==> src/pkg/pcdc_pkg.sv <==
// pcdc_pkg: constants, types and register map of the clock divider control
// assumes one oscillator clock (MCLK_I) feeding every counter below
package pcdc_pkg;

  localparam int unsigned OSC_FREQ_HZ = 20000000;

  // register map (byte address of the control register)
  localparam logic [7:0] PCDC_CTRL_ADDR  = 8'h8f;
  localparam logic [7:0] PCDC_CTRL_RESET = 8'h00;

  // field positions inside the control register
  localparam int unsigned BIT_CORE_X2  = 0;
  localparam int unsigned BIT_TIMER0   = 1;
  localparam int unsigned BIT_TIMER1   = 2;
  localparam int unsigned BIT_TIMER2   = 3;
  localparam int unsigned BIT_SERIAL   = 4;
  localparam int unsigned BIT_CNT_ARR  = 5;
  localparam int unsigned BIT_WATCHDOG = 6;
  localparam int unsigned BIT_BUS_CTRL = 7;
  localparam int unsigned NUM_PERIPH   = 7;

  // serial modes that take their bit clock from the peripheral divider
  localparam logic [1:0] SER_MODE_SYNC  = 2'h0;
  localparam logic [1:0] SER_MODE_FIXED = 2'h2;

  // divider figures in oscillator periods
  localparam int unsigned PER_FAST = 6;
  localparam int unsigned PER_SLOW = 12;

  // reset timing in oscillator periods
  localparam int unsigned RST_MIN_PERIODS = 24;
  localparam int unsigned WDT_PULSE_PERIODS = 96;

  localparam logic [3:0] DIV_FAST_LAST = 4'(PER_FAST - 1);
  localparam logic [3:0] DIV_SLOW_LAST = 4'(PER_SLOW - 1);
  localparam logic [4:0] RST_MIN_LAST  = 5'(RST_MIN_PERIODS - 1);
  localparam logic [6:0] WDT_LAST      = 7'(WDT_PULSE_PERIODS - 1);

  typedef struct packed {
    logic       bus_ctrl_fast_clock_sel;
    logic       watchdog_fast_clock_sel;
    logic       counter_array_fast_clock_sel;
    logic       serial_fast_clock_sel;
    logic       timer_two_fast_clock_sel;
    logic       timer_one_fast_clock_sel;
    logic       timer_zero_fast_clock_sel;
    logic       core_double_speed;
  } pcdc_ctrl_s;

  typedef enum logic [1:0] {
    RST_IDLE  = 2'h0,
    RST_WDT   = 2'h1,
    RST_HOLD  = 2'h2
  } pcdc_rst_e;

  typedef struct packed {
    pcdc_ctrl_s                  ctrl;
    logic                        x2_live;
    logic                        half_ph;
    logic [3:0]                  core_cnt;
    logic [NUM_PERIPH-1:0][3:0]  per_cnt;
    logic [NUM_PERIPH-1:0]       per_en;
    logic                        core_en;
    logic [7:0]                  rdata;
    pcdc_rst_e                   rst_st;
    logic [6:0]                  rst_cnt;
    logic                        rst_drv;
    logic                        rst_int;
  } pcdc_state_s;

endpackage

==> src/core/pcdc_top.sv <==
// pcdc_top: clock speed control register, core and peripheral clock
// enables, reset recognition and watchdog reset pulse
// assumes every input is synchronous to MCLK_I, the oscillator clock
// limitation: idle and power-down clock gating are not handled here
//
// The strobed register port was decided locally.
`timescale 1ns/1ps

// Function
// - bits 7..1 are peripheral speed selects, bit 0 is core double speed
// - peripheral bit clear selects 6 periods per peripheral clock in core double speed
// - peripheral bit set selects 12 periods per peripheral clock
// - serial speed bit affects only serial modes 0 and 2
// - reset clears the whole control register, core in standard speed
// - high level on reset input is the reset condition
// - warm reset comes from the pin or an internal source
// - reset recognition length is the same in both core speeds
// - watchdog expiry drives a 96 oscillator period pulse on reset pin
// - core double speed bit selects 6 instead of 12 periods per cycle
// - peripheral fast only with core double speed set and own bit clear
// - core speed bit change takes effect on divide-by-two rising edge; a warm reset clears core speed at once
module pcdc_top
  import pcdc_pkg::*;
(
  input  wire logic                  MCLK_I,
  input  wire logic                  SYS_RST_I,
  input  wire logic [7:0]            ADDR_I,
  input  wire logic [7:0]            WDATA_I,
  input  wire logic                  WR_I,
  input  wire logic                  RD_I,
  output logic      [7:0]            RDATA_O,
  input  wire logic                  RST_PIN_I,
  input  wire logic                  WDT_EXPIRE_I,
  input  wire logic                  INT_RST_REQ_I,
  input  wire logic [1:0]            SERIAL_MODE_I,
  output logic                       RST_PIN_O,
  output logic                       RST_PIN_OE_O,
  output logic                       CHIP_RST_O,
  output logic                       CORE_CLK_EN_O,
  output logic                       CORE_X2_O,
  output logic      [NUM_PERIPH-1:0] PERIPH_CLK_EN_O
);

  pcdc_state_s s_q;
  pcdc_state_s s_d;

  // fast divider applies only when core is double speed and own bit clear
  function automatic logic [3:0] last_count(input logic x2,
                                            input logic slow_bit);
    last_count = (x2 && !slow_bit) ? DIV_FAST_LAST
                                   : DIV_SLOW_LAST;
  endfunction

  // one decode shared by the write and the read path
  function automatic logic is_ctrl_addr(input logic [7:0] addr);
    is_ctrl_addr = (addr == PCDC_CTRL_ADDR);
  endfunction

  // serial modes 0 and 2 are the only ones clocked from this divider
  function automatic logic serial_on_divider(input logic [1:0] mode);
    serial_on_divider = (mode == SER_MODE_SYNC) ||
                        (mode == SER_MODE_FIXED);
  endfunction

  logic [NUM_PERIPH-1:0] slow_bits;
  logic                  serial_sync_mode;
  logic [3:0]            core_last;

  assign serial_sync_mode = serial_on_divider(SERIAL_MODE_I);
  // the core has no slow bit of its own, only the double speed bit
  assign core_last = last_count(s_q.x2_live, 1'b0);

  always_comb
  begin
    slow_bits = s_q.ctrl[NUM_PERIPH:1];
    // other serial modes keep the standard divider whatever the bit says
    if (!serial_sync_mode)
    begin
      slow_bits[BIT_SERIAL-1] = 1'b1;
    end
  end

  logic rst_cond;
  // pin level or internal source both start a warm reset
  assign rst_cond = RST_PIN_I || INT_RST_REQ_I;

  always_comb
  begin
    s_d = s_q;
    s_d.core_en = 1'b0;
    s_d.per_en = '0;
    s_d.rst_int = 1'b0;

    if (WR_I && is_ctrl_addr(ADDR_I))
    begin
      s_d.ctrl = pcdc_ctrl_s'(WDATA_I);
    end
    if (RD_I && is_ctrl_addr(ADDR_I))
    begin
      s_d.rdata = 8'(s_q.ctrl);
    end
    else
    begin
      // unmapped reads and idle cycles show zero on the read bus
      s_d.rdata = 8'h00;
    end

    // divide-by-two phase; core speed latched only on its rising edge
    s_d.half_ph = ~s_q.half_ph;
    if (!s_q.half_ph)
    begin
      s_d.x2_live = s_q.ctrl.core_double_speed;
    end

    // core: 6 periods in double speed, 12 in standard
    if (s_q.core_cnt >= core_last)
    begin
      s_d.core_cnt = 4'h0;
      s_d.core_en = 1'b1;
    end
    else
    begin
      s_d.core_cnt = s_q.core_cnt + 4'h1;
    end

    // one counter per peripheral, so a change to one peripheral bit never moves another
    for (int i = 0; i < NUM_PERIPH; i++)
    begin
      if (s_q.per_cnt[i] >= last_count(s_q.x2_live, slow_bits[i]))
      begin
        s_d.per_cnt[i] = 4'h0;
        s_d.per_en[i] = 1'b1;
      end
      else
      begin
        s_d.per_cnt[i] = s_q.per_cnt[i] + 4'h1;
      end
    end

    // reset sequencer; counts oscillator periods, speed independent
    unique case (s_q.rst_st)
      RST_IDLE:
      begin
        s_d.rst_cnt = 7'h00;
        // expiry wins: the pulse it drives must not look like a pin reset
        if (WDT_EXPIRE_I)
        begin
          s_d.rst_st = RST_WDT;
          s_d.rst_drv = 1'b1;
        end
        else if (rst_cond)
        begin
          s_d.rst_st = RST_HOLD;
          s_d.rst_cnt = 7'h01;
        end
      end
      RST_WDT:
      begin
        if (s_q.rst_cnt == WDT_LAST)
        begin
          s_d.rst_drv = 1'b0;
          s_d.rst_st = RST_IDLE;
          s_d.rst_cnt = 7'h00;
          s_d.rst_int = 1'b1;
        end
        else
        begin
          s_d.rst_cnt = s_q.rst_cnt + 7'h01;
        end
      end
      RST_HOLD:
      begin
        // shorter pulses are dropped; the far party must hold 24 periods
        if (!rst_cond)
        begin
          s_d.rst_st = RST_IDLE;
          s_d.rst_cnt = 7'h00;
        end
        else if (s_q.rst_cnt[4:0] >= RST_MIN_LAST)
        begin
          // chip reset stays high for as long as the request is held
          s_d.rst_int = 1'b1;
        end
        else
        begin
          s_d.rst_cnt = s_q.rst_cnt + 7'h01;
        end
      end
      default:
      begin
        s_d.rst_st = RST_IDLE;
      end
    endcase

    // register clear lands one cycle after the chip reset is raised
    if (s_q.rst_int)
    begin
      s_d.ctrl = pcdc_ctrl_s'(PCDC_CTRL_RESET);
      s_d.x2_live = 1'b0;
    end
  end

  // cold reset zeroes every field, which is also the register's reset value
  always_ff @(posedge MCLK_I or posedge SYS_RST_I)
  begin
    if (SYS_RST_I)
    begin
      s_q <= '0;
    end
    else
    begin
      s_q <= s_d;
    end
  end

  assign RDATA_O         = s_q.rdata;
  // the block only ever drives the reset pin high, so the enable follows it
  assign RST_PIN_O       = s_q.rst_drv;
  assign RST_PIN_OE_O    = s_q.rst_drv;
  assign CHIP_RST_O      = s_q.rst_int;
  assign CORE_CLK_EN_O   = s_q.core_en;
  assign CORE_X2_O       = s_q.x2_live;
  assign PERIPH_CLK_EN_O = s_q.per_en;

endmodule

==> config.mk <==
export PLATFORM = sky130hd
export DESIGN_NAME = pcdc_top
export DESIGN_NICKNAME = d
export VERILOG_FILES = /design/src/pkg/pcdc_pkg.sv /design/src/core/pcdc_top.sv
export SDC_FILE = /design/constraint.sdc
export NUM_CORES = 1
export LEC_CHECK = 0
export BUFFER_PORTS_ARGS = -buffer_cell sky130_fd_sc_hd__buf_2
export CORE_MARGIN = 2
export CORE_UTILIZATION = 35
export CTS_CLUSTER_SIZE = 14
export DETAILED_ROUTE_END_ITERATION = 10
export PLACE_DENSITY = 0.54
export SETUP_SLACK_MARGIN = 0.4
export SYNTH_ARGS = -nofsm -noshare
export SYNTH_HDL_FRONTEND = slang
export SYNTH_SLANG_ARGS = --single-unit
==> constraint.sdc <==
create_clock -name MCLK_I -period 3.5 [get_ports MCLK_I]
set_input_delay 0.7 -clock MCLK_I [delete_from_list [all_inputs] [get_ports MCLK_I]]
set_output_delay 0.7 -clock MCLK_I [all_outputs]
set_load 0.03 [all_outputs]
==> flow_summary.json <==
{
  "run_status": "complete, no violations",
  "synth.most_common_cell": "dfrtp_1",
  "timing.fmax_ghz": 0.468,
  "globalplace.congestion": 0.794,
  "yosys.area.top_type_share": 0.499,
  "peakVddDrop_uv": 354,
  "synth_warnings": 0,
  "relSlewSlack": 0.421,
  "synth_top_flop_cell": "dfrtp_1",
  "hold_viol": 0,
  "critPathMaxFanout": 12,
  "drive_gt1_frac": 0.199,
  "drv_cap": 0,
  "detailedPlace.worstSlack_ps": 1250,
  "postCtsResizedCells": 0,
  "overflow": 0,
  "avgSynthCellArea_um2": 11.1,
  "synth-seq-cells": 69,
  "fillers": 946,
  "async_reset_ff_frac": 1.00,
  "grt_use_total": 0.129,
  "area.growth.synth_to_final_pct": 12.5,
  "syn_area_um2": 3460,
  "crit_path_cell_trace": "nor3b_1, inv_1, ha_1, maj3_1, a21o_2, nor2_1",
  "dieArea_um2": 10700,
  "synth_cells": 313,
  "num_io_pins": 45,
  "cp-start-kind": "flip-flop",
  "required_ps": 3770,
  "worst_pin_slew_ps": 868,
  "port_buffers": 43,
  "clk_latency_ps": 340,
  "cp_slowest_stage_delay_ps": 640,
  "routed_wl_mm": 6.14,
  "cts_max_path_buffers": 2,
  "fp.dieH_um": 103,
  "leakage_nw": 2.01,
  "synth_common_cells": "69 x dfrtp_1, 39 x nor2_1, 35 x ha_1, 21 x inv_1, 16 x buf_4",
  "antenna_found_initial": 0,
  "synthTopCellsByArea": "dfrtp_1 50%, ha_1 13%, nor2_1 4.2%",
  "cts_max_level": 3,
  "timing.final.ws_setup_ps": 1370,
  "ys_seq_area_frac": 0.499,
  "setup_violations": 0,
  "period_share": 0.610,
  "numCtsBuffers": 9,
  "clkSinkCount": 69,
  "die_w_um": 103,
  "ys_types": 41,
  "synth_top_area_cell": "dfrtp_1",
  "clock_skew_ps": 6.12,
  "coreArea_um2": 9680,
  "cp-end-kind": "flip-flop",
  "initial_core_util": 0.358,
  "routedWlPerCell_um": 12.6,
  "cts_tree": "yes",
  "grt_pass1_wl_mm": 10.7,
  "grt_pass1_vias": 2292,
  "clkSlewWorstSetupHoldPaths_ps": 70,
  "drc_errors": 0,
  "multi_input_area_um2": 1540,
  "final_antenna_net_count": 0,
  "path_delay_family": "flip-flops",
  "path_buf_inv": 1,
  "register_area_um2": 1730,
  "firstDrtPassIters": 4,
  "rows": 36,
  "min_period_ps": 2130,
  "slew_viol_final": 0,
  "vias": 2271,
  "power_density_nw_per_um2": 705,
  "tns_ps": 0,
  "nNetsFinal": 412,
  "hpwl_mm": 4.34,
  "num_antenna_cells": 0,
  "ctsHoldBuffers": 0,
  "cp_slowest_cell": "dfrtp_1",
  "setup.worst_path.class": "flip-flop to flip-flop",
  "hold_class": "flip-flop to flip-flop",
  "synth-edff-count": 0,
  "crit_arrival_ps": 2410,
  "first_iter_violations": 90,
  "syn-num-nets": 373,
  "cts_setup_buffers": 0,
  "cts-root-buf": "clkbuf_8",
  "drt-vias-per-instance": 4.64,
  "grt_start_max_net_pins": 70,
  "rsz0062_at_grt": "no"
}
==> final timing paths <==
kind                                  startpoint               endpoint  slack [ps]  cells after the start
min reg2reg                    s_q[59]$_DFF_PP0_      s_q[59]$_DFF_PP0_         440                      1
min in group asynchronous              SYS_RST_I  RST_PIN_O$_DFFE_PP0P_         610                      3
max                        CORE_X2_O$_DFFE_PP0P_      s_q[41]$_DFF_PP0_        1370                      6
max in group asynchronous              SYS_RST_I   RDATA_O[5]$_DFF_PP0_        2320                      3
max reg2reg                CORE_X2_O$_DFFE_PP0P_      s_q[41]$_DFF_PP0_        1370                      6
min                            s_q[59]$_DFF_PP0_      s_q[59]$_DFF_PP0_         440                      1
==> where the power goes <==
| part | switching, mW | internal [mW] | total, mW |
|---|---|---|---|
| combinational | 0.515 | 0.424 | 0.939 |
| sequential | 0.207 | 1.05 | 1.25 |
| clock | 0.304 | 0.251 | 0.555 |
| total | 1.03 | 1.72 | 2.75 |
==> registers in the layout (all words and copies together), names as in the netlist <==
signal	flops
PERIPH_CLK_EN_O	7
CORE_X2_O	1
RDATA_O	8
CHIP_RST_O	1
s_q	50
CORE_CLK_EN_O	1
RST_PIN_O	1
==> per-layer routing <==
metal	up-vias	GRT usage	routed length, um
li1	1144	-	-
met1	1065	0.174	3060
met2	50	0.198	2670
met3	12	0.0262	323
met4	0	0.0628	91
met5	-	0	0
==> layout by cell type (no fill, tap or decap), drive strengths merged, types with 2 or more instances in the layout <==
master,count
dfrtp,69
buf,44
nor2,40
ha,35
inv,21
o21ai,15
nand2b,15
nand3,13
a21oi,12
a22o,11
nor2b,10
clkbuf,9
and3,9
xnor2,8
xor2,8
nand2,5
o31ai,4
clkinvlp,3
a21o,3
clkinv,3
a2bb2oi,2
a22oi,2
nand4,2
nor4,2
==> layout make-up <==
class,instances,area share
Inverter,21,0.0202
Timing Repair Buffer,44,0.0571
Sequential cell,69,0.443
Tap cell,133,0.0427
Multi-Input combinational cell,207,0.395
Clock buffer,9,0.0318
Clock inverter,6,0.0106
==> logic make-up after synthesis <==
| logic type | Yosys count | synth area share |
|---|---|---|
| flops | 69 | 0.499 |
| xor+xnor | 16 | 0.0405 |
| simple gates | 99 | 0.156 |
| mux | 1 | 0.00289 |
| compound gates | 55 | 0.115 |
| buf+inv | 37 | 0.0574 |
| fa+ha+maj | 36 | 0.129 |
==> through the flow <==
stage	hold slack, ps	instance area [um^2]	total power, mW	util	cells
after detailed placement	432	3730	2.22	0.385	474
after global placement	432	3730	2.19	0.385	474
final	445	3900	2.75	0.402	489
after global routing	480	3900	3.01	0.402	489
after CTS	447	3900	2.79	0.402	489
after floorplan	416	3460	2.03	-	313
==> worst register-to-register path, delay by kind of cell (launching register included) <==
kind	cells	cell delay, ps
DFF	1	640
AOI/OAI and AO/OA	1	230
and+or+nand+nor	2	590
buffers and inverters	1	90
adders and majority gates	2	520
Note: power is estimated with default switching activity, not from simulation.
